## config.mk

```make
export PLATFORM = sky130hd
export DESIGN_NAME = ttr_regs
export DESIGN_NICKNAME = d
export VERILOG_FILES = /design/src/design/ttr_regs.v
export VERILOG_INCLUDE_DIRS = /design/src /design/src/design
export SDC_FILE = /design/constraint.sdc
export NUM_CORES = 1
export LEC_CHECK = 0
export ABC_AREA = 1
export BUFFER_PORTS_ARGS = -buffer_cell sky130_fd_sc_hd__clkbuf_2
export CORE_MARGIN = 5
export CORE_UTILIZATION = 41
export CTS_CLUSTER_DIAMETER = 100
export DETAILED_ROUTE_END_ITERATION = 10
export HOLD_SLACK_MARGIN = 0.08
export MAX_ROUTING_LAYER = met4
export SYNTH_ARGS = -nofsm -noshare
export SYNTH_HDL_FRONTEND = slang
export SYNTH_SLANG_ARGS = --single-unit
```

## constraint.sdc

```tcl
create_clock -name clk_i -period 9.3 [get_ports clk_i]
set_input_delay 0.93 -clock clk_i [delete_from_list [all_inputs] [get_ports clk_i]]
set_output_delay 0.93 -clock clk_i [all_outputs]
set_load 0.02 [all_outputs]
```

## src/design/ttr_defs.vh

```
// Constants for the test and tuning register bank.
// Assumes a 250 MHz system clock and a simple word register port.
`ifndef TTR_DEFS_VH
`define TTR_DEFS_VH
`define TTR_ADDR_STS 6'h2C
`define TTR_ADDR_SELFTEST_RUNTIME_CTRL 6'h2D
`define TTR_ADDR_ADV1 6'h2E
`define TTR_ADDR_ADV2 6'h2F
`define TTR_RST_STS 16'h0000
`define TTR_RST_SELFTEST_RUNTIME_CTRL 16'h0000
`define TTR_RST_ADV1 16'h4400
`define TTR_RST_ADV2 16'h0000
`define TTR_MASK_STS 16'h87E0
`define TTR_MASK_SELFTEST_RUNTIME_CTRL 16'h6039
`define TTR_MASK_ADV1 16'hFBFD
`define TTR_MASK_ADV2 16'h9E7F
`define TTR_BIT_FCRC 15
`define TTR_BIT_TPLVL 10
`define TTR_SEL_HI 9
`define TTR_SEL_LO 5
`define TTR_SEL_CH1 5'h15
`define TTR_SEL_CH2 5'h16
`define TTR_BIT_SWAP 14
`define TTR_BIT_SHIFT 13
`define TTR_BIT_ABORT 5
`define TTR_CCT_HI 4
`define TTR_CCT_LO 3
`define TTR_CCT_MASTER 2'h1
`define TTR_CCT_SLAVE 2'h2
`define TTR_BIT_KEEP 0
`define TTR_BIT_GMASK 15
`define TTR_LVL_HI 14
`define TTR_LVL_LO 11
`define TTR_BIT_TRACK 9
`define TTR_BLK_HI 8
`define TTR_BLK_LO 7
`define TTR_FLT_HI 6
`define TTR_FLT_LO 3
`define TTR_BIT_UNFRZ 2
`define TTR_BIT_FIXTH 0
`define TTR_BIT_FLLD 15
`define TTR_BIT_SLOW2 12
`define TTR_BIT_PMOFF2 11
`define TTR_BIT_DCOFF2 10
`define TTR_BIT_SECLR2 9
`define TTR_BIT_SLOW1 6
`define TTR_BIT_PMOFF1 5
`define TTR_BIT_DCOFF1 4
`define TTR_BIT_SECLR1 3
`define TTR_SKEW_HI 2
`define TTR_SKEW_LO 0
`define TTR_CH_STRIDE 6
`define TTR_EMPTY 10'h1F0
// Times in their own units and the clock rate
`define TTR_CLK_MHZ 250
`define TTR_BLANK_SHORT_US 128
`define TTR_BLANK_MID_MS 5
`define TTR_BLANK_LONG_MS 10
`define TTR_FLL_DELAY_MS 20
`define TTR_SKEW_STEP_US 2
`define TTR_OSC_MHZ 16
`define TTR_FLT_BASE_FAST 16
`define TTR_FLT_BASE_SLOW 24
`endif

```

## src/design/ttr_regs.v

```verilog
// Test and tuning register bank of a two-channel sensor transceiver.
// Assumes a decoded word register port and synchronous pin-side inputs.
// Register accesses are one-cycle strobes with a word index; reads return
// one cycle later. Mid and long blanking and the FLL delay are parameters so a bench may shorten them.
// Outputs feed the analogue front end and the two frame decoders directly.
// Oscillator-domain users take only static settings from this block.
`timescale 1ns/1ps
`include "ttr_defs.vh"
module ttr_regs #(
    parameter [23:0] BLANK_MID_CYC = `TTR_BLANK_MID_MS * 1000 * `TTR_CLK_MHZ,
    parameter [23:0] BLANK_LONG_CYC = `TTR_BLANK_LONG_MS * 1000 * `TTR_CLK_MHZ,
    parameter [23:0] FLL_DELAY_CYC = `TTR_FLL_DELAY_MS * 1000 * `TTR_CLK_MHZ
) (
    // Clock and reset
    input wire clk_i,
    input wire rstn_i,

    // Register port
    input wire [5:0] reg_addr_i,
    input wire reg_wr_i,
    input wire reg_rd_i,
    input wire [15:0] reg_wdata_i,
    output reg [15:0] reg_rdata_o,

    // Serial output CRC path
    input wire crc_lsb_i,
    output wire crc_lsb_o,

    // Digital test pins
    output reg digital_out_ch1_o,
    output reg digital_out_ch2_o,

    // Slot selection, 0..5 for slots 1..6
    input wire [2:0] slot_i,
    output wire [2:0] cfg_slot_o,
    output wire [2:0] data_slot_o,
    output wire force_empty_o,

    // Data buffer read event
    input wire buf_rd_i,
    output wire buf_reload_o,
    output wire [9:0] buf_empty_val_o,

    // Coupling test
    input wire cct_done_i,
    output reg cct_run_o,
    output reg cct_master_o,

    // Analog receiver controls
    input wire short_gnd_i,
    output wire ch1_off_o,
    output wire thr_fixed_o,
    output wire [3:0] thr_level_o,
    output wire track_fast_o,
    output wire base_track_hold_o,
    input wire start_bits_i,
    input wire baud_fast_i,
    output wire [5:0] filter_osc_cyc_o,

    // Startup blanking
    input wire sensor_start_i,
    output wire blank_o,

    // FLL reset
    input wire err_i,
    output reg fll_rst_o,

    // Decoder options, index 0 channel 1, index 1 channel 2
    output wire [1:0] slow_err_en_o,
    output wire [1:0] period_meas_en_o,
    output wire [1:0] duty_chk_en_o,
    output wire [1:0] start_err_clr_o,

    // Sync skew
    input wire auto_sync_both_i,
    input wire sync1_i,
    output reg sync2_o
);

    // Times in system clock cycles; 128 us fits 16 bits, a skew step is
    // widened to the skew counter so the product needs no padding
    localparam [15:0] SHORT_CYC = `TTR_BLANK_SHORT_US * `TTR_CLK_MHZ;
    localparam [18:0] SKEW_STEP = `TTR_SKEW_STEP_US * `TTR_CLK_MHZ;
    // Blanking selector codes; 00 and 11 both give the short time
    localparam [1:0] BLK_MID = 2'h1;
    localparam [1:0] BLK_LONG = 2'h2;
    // One-hot FLL reset sequencer
    localparam [2:0] F_IDLE = 3'h1;
    localparam [2:0] F_WAIT = 3'h2;
    localparam [2:0] F_PULSE = 3'h4;

    reg [1:0] rst_sync_reg;
    wire rst_n;
    // Register images, one per index
    reg [15:0] sts_reg;
    reg [15:0] selftest_runtime_ctrl_reg;
    reg [15:0] adv1_reg;
    reg [15:0] adv2_reg;
    // Timers and sequencer state
    reg [23:0] blank_cnt_reg;
    reg [23:0] fll_cnt_reg;
    reg [2:0] fll_state_reg;
    reg [2:0] fll_state_next;
    reg [18:0] skew_cnt_reg;
    reg skew_busy_reg;
    reg grounded_reg;
    reg [23:0] blank_len;
    // Write strobe of the run-time register; the coupling test acts on the
    // written word, as start and abort are commands rather than settings
    wire wr_selftest_runtime_ctrl;
    genvar ch;
    assign wr_selftest_runtime_ctrl = reg_wr_i && (reg_addr_i == `TTR_ADDR_SELFTEST_RUNTIME_CTRL);

    // Reset released through two flops
    // Assertion stays asynchronous; release never races a clock edge
    // in the register and timer flops that use the copy
    always @(posedge clk_i or negedge rstn_i) begin
        if (!rstn_i)
            rst_sync_reg <= 2'h0;
        else
            rst_sync_reg <= {rst_sync_reg[0], 1'b1};
    end
    assign rst_n = rst_sync_reg[1];

    // Slot pair partner: flips the pair member
    // Pairs 1-2, 3-4 and 5-6 are indices 0-1, 2-3 and 4-5
    function [2:0] ttr_partner;
        input [2:0] s;
        begin
            ttr_partner = {s[2:1], ~s[0]};
        end
    endfunction

    // Register writes; reserved bits masked to their defaults
    // Masking at write time keeps reserved bits at their reset value, so a
    // read never needs a second mask and the outputs never see them
    always @(posedge clk_i or negedge rst_n) begin
        if (!rst_n) begin
            sts_reg <= `TTR_RST_STS;
            selftest_runtime_ctrl_reg <= `TTR_RST_SELFTEST_RUNTIME_CTRL;
            adv1_reg <= `TTR_RST_ADV1;
            adv2_reg <= `TTR_RST_ADV2;
        end else if (reg_wr_i) begin
            case (reg_addr_i)
                `TTR_ADDR_STS: sts_reg <= reg_wdata_i & `TTR_MASK_STS;
                // Abort is a command, not stored, so it reads back zero
                `TTR_ADDR_SELFTEST_RUNTIME_CTRL: selftest_runtime_ctrl_reg <= reg_wdata_i & `TTR_MASK_SELFTEST_RUNTIME_CTRL
                    & ~(16'h0001 << `TTR_BIT_ABORT);
                `TTR_ADDR_ADV1: adv1_reg <= (reg_wdata_i & `TTR_MASK_ADV1)
                    | (`TTR_RST_ADV1 & ~`TTR_MASK_ADV1);
                `TTR_ADDR_ADV2: adv2_reg <= reg_wdata_i & `TTR_MASK_ADV2;
                // Writes to any other index are dropped
                default: sts_reg <= sts_reg;
            endcase
        end
    end

    // Read data registered; unmapped addresses read zero
    // Data stands until the next read strobe, so the host may take it late
    // without a hold register of its own
    always @(posedge clk_i or negedge rst_n) begin
        if (!rst_n)
            reg_rdata_o <= 16'h0000;
        else if (reg_rd_i) begin
            case (reg_addr_i)
                `TTR_ADDR_STS: reg_rdata_o <= sts_reg;
                `TTR_ADDR_SELFTEST_RUNTIME_CTRL: reg_rdata_o <= selftest_runtime_ctrl_reg;
                `TTR_ADDR_ADV1: reg_rdata_o <= adv1_reg;
                `TTR_ADDR_ADV2: reg_rdata_o <= adv2_reg;
                default: reg_rdata_o <= 16'h0000;
            endcase
        end
    end

    // CRC and test pins
    // The inversion is combinational so it lands on the bit being shifted
    // out; test pins are registered to keep glitches off the package pins
    assign crc_lsb_o = crc_lsb_i ^ sts_reg[`TTR_BIT_FCRC];
    always @(posedge clk_i or negedge rst_n) begin
        if (!rst_n) begin
            digital_out_ch1_o <= 1'b0;
            digital_out_ch2_o <= 1'b0;
        end else begin
            // Unselected pin keeps its last level; other codes change nothing
            case (sts_reg[`TTR_SEL_HI:`TTR_SEL_LO])
                `TTR_SEL_CH1: digital_out_ch1_o <= sts_reg[`TTR_BIT_TPLVL];
                `TTR_SEL_CH2: digital_out_ch2_o <= sts_reg[`TTR_BIT_TPLVL];
                default: digital_out_ch1_o <= digital_out_ch1_o;
            endcase
        end
    end

    // Slot multiplexers
    // Swap and shift are independent and may be set together; shift acts
    // on data, swap on the selector of ID, check type and bit count
    assign cfg_slot_o = selftest_runtime_ctrl_reg[`TTR_BIT_SWAP] ? ttr_partner(slot_i) : slot_i;
    // Odd slots (index even) take the next even slot's data
    assign data_slot_o = (selftest_runtime_ctrl_reg[`TTR_BIT_SHIFT] && !slot_i[0]) ?
        ttr_partner(slot_i) : slot_i;
    assign force_empty_o = selftest_runtime_ctrl_reg[`TTR_BIT_SHIFT] && !slot_i[0];

    // Buffer reload after read
    // The buffer owner writes the marker; this block only says when
    assign buf_reload_o = buf_rd_i && !selftest_runtime_ctrl_reg[`TTR_BIT_KEEP];
    assign buf_empty_val_o = `TTR_EMPTY;

    // Coupling test; abort wins over a start in the same write
    // A start during a run keeps cct_run_o high and only switches the mode; the engine's done
    // pulse ends a run, but a start in that same cycle still wins
    always @(posedge clk_i or negedge rst_n) begin
        if (!rst_n) begin
            cct_run_o <= 1'b0;
            cct_master_o <= 1'b0;
        end else if (wr_selftest_runtime_ctrl && reg_wdata_i[`TTR_BIT_ABORT]) begin
            cct_run_o <= 1'b0;
        end else if (wr_selftest_runtime_ctrl
                     && (reg_wdata_i[`TTR_CCT_HI:`TTR_CCT_LO] == `TTR_CCT_MASTER
                     || reg_wdata_i[`TTR_CCT_HI:`TTR_CCT_LO] == `TTR_CCT_SLAVE)) begin
            cct_run_o <= 1'b1;
            cct_master_o <= reg_wdata_i[`TTR_CCT_LO];
        end else if (cct_done_i) begin
            cct_run_o <= 1'b0;
        end
    end

    // Short to ground latches channel off unless masked
    // The short input is already filtered; the latch keeps the channel off
    // after the short goes away, until software sets the mask
    always @(posedge clk_i or negedge rst_n) begin
        if (!rst_n)
            grounded_reg <= 1'b0;
        else if (adv1_reg[`TTR_BIT_GMASK])
            grounded_reg <= 1'b0;
        else if (short_gnd_i)
            grounded_reg <= 1'b1;
    end
    assign ch1_off_o = grounded_reg;

    // Threshold and tracking controls
    // The level code only matters while the fixed mode bit is set
    assign thr_fixed_o = adv1_reg[`TTR_BIT_FIXTH];
    assign thr_level_o = adv1_reg[`TTR_LVL_HI:`TTR_LVL_LO];
    assign track_fast_o = adv1_reg[`TTR_BIT_TRACK];
    assign base_track_hold_o = start_bits_i && !adv1_reg[`TTR_BIT_UNFRZ];
    // Filter length in 16 MHz periods, counted by the oscillator domain
    // Settings are static between frames, so no handshake is needed there;
    // the largest sum is 15 + 24, which fits the six-bit count
    assign filter_osc_cyc_o = {2'h0, adv1_reg[`TTR_FLT_HI:`TTR_FLT_LO]} +
        (baud_fast_i ? 6'd`TTR_FLT_BASE_FAST : 6'd`TTR_FLT_BASE_SLOW);

    // Startup blanking timer
    // A new start reloads the timer even mid-blank; a selector change
    // mid-blank takes effect only at the next start
    always @* begin
        case (adv1_reg[`TTR_BLK_HI:`TTR_BLK_LO])
            BLK_MID: blank_len = BLANK_MID_CYC;
            BLK_LONG: blank_len = BLANK_LONG_CYC;
            default: blank_len = {8'h00, SHORT_CYC};
        endcase
    end
    always @(posedge clk_i or negedge rst_n) begin
        if (!rst_n)
            blank_cnt_reg <= 24'h000000;
        else if (sensor_start_i)
            blank_cnt_reg <= blank_len;
        else if (blank_cnt_reg != 24'h000000)
            blank_cnt_reg <= blank_cnt_reg - 24'h000001;
    end
    assign blank_o = blank_cnt_reg != 24'h000000;

    // FLL reset after error, immediate or delayed
    // The counter reloads while idle so every error gets the full delay;
    // errors during a wait are absorbed, giving one reset per episode
    always @* begin
        case (fll_state_reg)
            F_IDLE: fll_state_next = err_i ?
                (adv2_reg[`TTR_BIT_FLLD] ? F_WAIT : F_PULSE) : F_IDLE;
            F_WAIT: fll_state_next = (fll_cnt_reg == 24'h000001) ? F_PULSE : F_WAIT;
            F_PULSE: fll_state_next = F_IDLE;
            default: fll_state_next = F_IDLE;
        endcase
    end
    always @(posedge clk_i or negedge rst_n) begin
        if (!rst_n) begin
            fll_state_reg <= F_IDLE;
            fll_cnt_reg <= 24'h000000;
            fll_rst_o <= 1'b0;
        end else begin
            fll_state_reg <= fll_state_next;
            fll_rst_o <= (fll_state_next == F_PULSE);
            if (fll_state_reg == F_IDLE)
                fll_cnt_reg <= FLL_DELAY_CYC;
            else if (fll_cnt_reg != 24'h000000)
                fll_cnt_reg <= fll_cnt_reg - 24'h000001;
        end
    end

    // Per-channel decoder options; channel 2 fields sit one stride above
    // those of channel 1, so one lane body serves both
    generate
        for (ch = 0; ch < 2; ch = ch + 1) begin : g_dec_opt
            // Disable bits are stored as such, so flip them into enables
            assign slow_err_en_o[ch] = adv2_reg[`TTR_BIT_SLOW1 + ch * `TTR_CH_STRIDE];
            assign period_meas_en_o[ch] = ~adv2_reg[`TTR_BIT_PMOFF1 + ch * `TTR_CH_STRIDE];
            assign duty_chk_en_o[ch] = ~adv2_reg[`TTR_BIT_DCOFF1 + ch * `TTR_CH_STRIDE];
            assign start_err_clr_o[ch] = adv2_reg[`TTR_BIT_SECLR1 + ch * `TTR_CH_STRIDE];
        end
    endgenerate

    // Channel 2 sync delay; zero skew or manual sync passes through
    // A sync pulse during a wait restarts it and the earlier one is lost;
    // the pulse fires at count two as the output flop adds the last cycle
    // Seven steps of the skew at most, well within the 19-bit counter
    always @(posedge clk_i or negedge rst_n) begin
        if (!rst_n) begin
            skew_cnt_reg <= 19'h00000;
            skew_busy_reg <= 1'b0;
            sync2_o <= 1'b0;
        end else begin
            sync2_o <= 1'b0;
            if (sync1_i && (!auto_sync_both_i ||
                adv2_reg[`TTR_SKEW_HI:`TTR_SKEW_LO] == 3'h0)) begin
                sync2_o <= 1'b1;
            end else if (sync1_i) begin
                skew_busy_reg <= 1'b1;
                skew_cnt_reg <= adv2_reg[`TTR_SKEW_HI:`TTR_SKEW_LO] * SKEW_STEP;
            end else if (skew_busy_reg) begin
                if (skew_cnt_reg <= 19'h00002) begin
                    skew_busy_reg <= 1'b0;
                    sync2_o <= 1'b1;
                end
                skew_cnt_reg <= skew_cnt_reg - 19'h00001;
            end
        end
    end

endmodule // ttr_regs

```

======== Word-level counts from Yosys, hierarchy flattened ========
Cells that the tools add are included.
storage, ports and cells
  logic and storage cells ................. 100
  flip-flop bits (word level) ............. 134
  output and inout port bits .............. 64
  input port bits ......................... 39
operators by class
  magnitude comparators ................... 1
  reduce and logical (&&, ||, !) cells .... 27
  $mul .................................... 1
  $add $sub $neg .......................... 4
  bitwise operators ....................... 8
  multiplexer cells ....................... 27
  equality and inequality tests ........... 14
operators with widths
  kind                                                                    number
  24-bit two-way mux                                                      4
  16-bit one-hot mux with 4 select lines                                  1
  24-bit nonzero test                                                     2
  24-bit by 1-bit subtractor with 24-bit output, second input constant    2
  22-bit one-hot mux with 2 select lines                                  1
  19-bit two-way mux                                                      2
  24-bit by 1-bit == test with 1-bit output, second input constant        1
  6-bit == test, second input constant                                    4
  19-bit by 2-bit <= comparator with 1-bit output, second input constant  1
  19-bit by 1-bit subtractor with 19-bit output, second input constant    1
  1-bit two-way mux                                                       14
  2-bit AND reduction                                                     6
  5-bit == test, second input constant                                    2
  3-bit by 7-bit multiplier with 10-bit output, second input constant     1
  3-bit two-way mux                                                       3
  2-bit nonzero test                                                      4
  1-bit logical AND                                                       7
  1-bit NOT                                                               7
  4-bit by 5-bit adder with 6-bit output                                  1
  3-bit one-hot mux with 2 select lines                                   1
  2-bit by 1-bit == test with 1-bit output, second input constant         2
  2-bit == test, second input constant                                    2
  1-bit logical NOT                                                       4
  4-bit two-way mux                                                       1
  7 further kinds                                                         8

======== Longest topological paths before layout ========
  word-level depth ........................ 5
  depth in mapped cells ................... 13
  mapped depth without buffers ............ 13

======== Worst setup path after synthesis ========
Ideal clock, no wire load.
  kind .................................... flip-flop to flip-flop
  start point ............................. reg adv2_reg[0]
  end point ............................... reg skew_cnt_reg[9]
  data required time ...................... 9187 ps
  period minus slack after synthesis ...... 2509 ps
  arrival ................................. 2396 ps
  cell stages (with the launch flop) ...... 12
  buffers on the path ..................... 0
  setup time .............................. 113 ps
  setup slack ............................. 6791 ps
  cells stage by stage .................... dfrtp_1 > inv_1 > fa_1 > inv_1 > fa_1 > fa_1 > a21oi_1 > o21ai_0 > o21ai_0 > nand2_1 > nand2_1 > inv_1
on the way
  cells in the longest elaborated chain, start to end .. 5
  elaborated cells on any way between the ends .. 7
  classes of those cells .................. 1 x mul; 1 x mux; 1 x bitwise; 4 x reduce/logical
RTL lines
  item                                                                                                  line            RTL
  start, declared                                                                                       ttr_regs.v:98   reg [15:0] adv2_reg;
  start signal, assigned                                                                                ttr_regs.v:142  adv2_reg <= `TTR_RST_ADV2;
  start signal, assigned                                                                                ttr_regs.v:151  `TTR_ADDR_ADV2: adv2_reg <= reg_wdata_i & `TTR_MASK_ADV2;
  parallel branches: the longest is 5 deep, another holds 3-bit by 7-bit multiplier with 10-bit output  -
  end signal, assigned                                                                                  ttr_regs.v:326  skew_cnt_reg <= adv2_reg[`TTR_SKEW_HI:`TTR_SKEW_LO] * SKEW_STEP;
  end signal, assigned                                                                                  ttr_regs.v:332  skew_cnt_reg <= skew_cnt_reg - 19'h00001;
  end, declared                                                                                         ttr_regs.v:104  reg [18:0] skew_cnt_reg;
Several ways; the timed one is not identified.
A chain may end at the register's enable or synchronous reset.

======== Worst setup path in the final report ========
  start point ............................. reg blank_cnt_reg[0]
  end point ............................... out blank_o
on the way
  cells in the longest elaborated chain, start to end .. 1
RTL lines
  item                    line            RTL
  start, declared         ttr_regs.v:100  reg [23:0] blank_cnt_reg;
  start signal, assigned  ttr_regs.v:265  blank_cnt_reg <= blank_len;
  start signal, assigned  ttr_regs.v:267  blank_cnt_reg <= blank_cnt_reg - 24'h000001;
  24-bit nonzero test     ttr_regs.v:269  assign blank_o = blank_cnt_reg != 24'h000000;
  end, declared           ttr_regs.v:62   output wire blank_o,
No other way between the ends.

==> impl_metrics.py <==
metrics = {
    "sta": {
        "finalCriticalPeriod_ns": 2.71,
        "finalCritPeriodShare": 0.292,
        "final_max_slew_viol_count": 0,
        "finalSetupViolCount": 0,
        "fin_worst_skew_ns": 0.0113,
        "timing.final.hold_violations": 0,
        "finalSetupTns_ns": 0,
        "relSlewSlack": 0.333,
        "holdWs_ns": 0.288,
        "tightest_slew_ns": 1.00,
        "clock.fmax_ghz": 0.369,
        "rsz0062_at_grt": "false",
        "worst_slack_ns": 6.59,
    },
    "worst_setup_path": {
        "rrSetupSlack_ns": 6.61,
        "path_cells": "inv_1, ha_1, nand3_1, nor2_1, nand3_2, clkbuf_2",
        "worst_setup_path_start_kind": "register",
        "cp.arrival_ns": 1.78,
        "critPathLaunch": "blank_cnt_reg[0]$_DFFE_PN0P_",
        "critical_path_class": "reg -> out",
        "reg2reg_from": "adv2_reg[0]$_DFFE_PN0P_",
        "cp_slowest_stage_delay_ns": 0.42,
        "worstSetupEndpointType": "output pin",
        "cp_max_fo": 5,
        "cp_slowest_cell": "dfrtp_1",
        "cp.required_ns": 8.37,
    },
    "place": {
        "io_buffers": 86,
        "place_ws_ns": 6.62,
        "dpl.hpwl_um": 14400,
        "place.gp.congestion": 0.879,
    },
    "floorplan": {
        "die_w_um": 149,
        "rows": 50,
        "ioPinCount": 103,
        "die-area_mm2": 0.0222,
        "core_area_mm2": 0.0188,
        "die-height_um": 149,
        "start_util": 0.420,
    },
    "synth": {
        "synth_most_common_cell": "nand2_1",
        "yosys_warnings": 0,
        "synth_cell_types": 46,
        "ys.flop_type": "dfrtp_1",
        "synth_cells": 1036,
        "synthArstFlopShare": 1.00,
        "syn_area_mm2": 0.00791,
        "synthDominantCellAreaShare": 0.417,
        "ys_ff_latch": 134,
        "synth-edff-count": 0,
        "synth_common_cells": "nand2_1 (276), dfrtp_1 (132), nor2_1 (116)",
        "avgSynthCellArea_um2": 7.64,
        "yosysTopAreaCell": "dfrtp_1",
        "ys_top_cells_by_area": "dfrtp_1 (42%), nand2_1 (13%), nor2_1 (5.5%)",
        "ys_seq_area_frac": 0.424,
    },
    "clocking": {
        "htreeDepth": 4,
        "clock_latency_ns": 0.42,
        "numCtsBuffers": 17,
        "clock_path_buffers": 2,
        "cts_sinks": 134,
        "hold_buffers": 0,
        "clk_pin_slew_ns": 0.06,
        "cts_tree": "built",
        "post_cts_buffers": 0,
        "cts_root_buffer": "clkbuf_16",
        "ctsResizeCount": 0,
    },
    "route": {
        "via_per_inst": 4.86,
        "first_pass_iters": 5,
        "routedWlPerCell_um": 14.1,
        "drt-total-wl_um": 19500,
        "drt-initial-drc-count": 478,
        "drc": 0,
        "via_count": 6734,
        "ant_nets": 0,
    },
    "power": {
        "p_leak_nw": 4.61,
        "power_mw": 1.94,
        "power_density_mw_per_mm2": 214,
        "ir_worst_vdd_v": 0.000135,
    },
    "global_route": {
        "grt_pass1_wl_um": 33200,
        "grt_start_max_net_pins": 76,
        "grt_use_total": 0.190,
        "antenna_found_initial": 2,
        "grt_overflow_total": 0,
        "grt_pass1_vias": 6719,
    },
    "cells_and_area": {
        "area_growth_syn_to_layout_pct": 14.4,
        "finalNetCount": 1174,
        "drive_gt1_frac": 0.181,
        "final_util": 0.481,
        "fill_cells": 1900,
    },
    "run": {
        "drv_cap": 0,
    },
    "min_path": {
        "hp-class": "in -> async",
    },
    "status": {
        "outcome": "finished, final reports clean",
    },
}
[metrics by stage]
step / std cells / area (µm²)
2_1_floorplan: 1045 / 7950
3_3_place_gp: 1351 / 8430
3_5_place_dp: 1351 / 8430
4_1_cts: 1383 / 9050
5_1_grt: 1385 / 9050
6_report: 1385 / 9050
[worst paths after layout]
| check | end | cells after the start |
|---|---|---|
| max | blank_o | 6 |
| min | rst_sync_reg[0]$_DFF_PN0_ | 1 |
| max reg2reg | skew_cnt_reg[9]$_DFFE_PN0P_ | 11 |
| min reg2reg | rst_sync_reg[1]$_DFF_PN0_ | 0 |
| max in group asynchronous | skew_cnt_reg[12]$_DFFE_PN0P_ | 1 |
| min in group clk_i | rst_sync_reg[1]$_DFF_PN0_ | 0 |
[power by group]
group          total (mW)  internal (mW)  switching (mW)
clock               0.710          0.441           0.268
combinational       0.482          0.156           0.326
sequential          0.746          0.664          0.0821
[per-layer routing]
metal / GRT usage / up-vias / wire (µm)
met4: 0.0453 / 0 / 171
met3: 0.0428 / 13 / 977
met5: - / - / 0
li1: - / 3444 / -
met2: 0.297 / 155 / 9100
met1: 0.252 / 3122 / 9260
[cells in the final DEF, fill, tap and decap left out, types with 7 or more instances in the layout]
| master | synthesis | routed |
|---|---|---|
| o22ai_1 | 10 | 10 |
| ha_1 | 21 | 21 |
| inv_1 | 108 | 108 |
| nor2_2 | 30 | 30 |
| o211ai_1 | 8 | 8 |
| a21oi_1 | 24 | 24 |
| clkbuf_16 | 0 | 17 |
| clkbuf_2 | 0 | 86 |
| nor2_1 | 116 | 116 |
| inv_2 | 8 | 8 |
| nand2_1 | 276 | 276 |
| o21ai_1 | 16 | 16 |
| nor3_1 | 9 | 9 |
| o21ai_0 | 49 | 49 |
| nand3_1 | 77 | 77 |
| nor2_4 | 7 | 7 |
| nand4_1 | 26 | 26 |
| or2_2 | 12 | 12 |
| dfrtp_1 | 132 | 131 |
| xor2_1 | 10 | 10 |
| conb_1 | 2 | 11 |
[logic make-up after synthesis]
group / Yosys count / share of synthesized area
and+or+nand+nor: 577 / 0.336
buffers and inverters: 162 / 0.0939
DFF: 134 / 0.424
AOI/OAI and AO/OA: 123 / 0.0874
adders and majority gates: 25 / 0.0433
xor gates and xnor gates: 13 / 0.0144
other: 2 / 0.000949
[cell type report]
class,count,area [µm²],share of cell area
diodes,2,5.00,0.000553
clock buffers,20,457,0.0504
clock inverters,12,164,0.0181
inverters,121,458,0.0506
multi-input cells,749,3850,0.425
flip-flops and latches,134,3360,0.371
well taps,260,325,0.0359
repair buffers,87,438,0.0484
[worst max-delay path: cells and delay by family (launching register included)]
family	cells	cell delay (ns)
fa+ha+maj	1	0.20
buf+inv	2	0.31
flops	1	0.42
simple gates	3	0.44
Note: power is estimated with default switching activity, not from simulation.
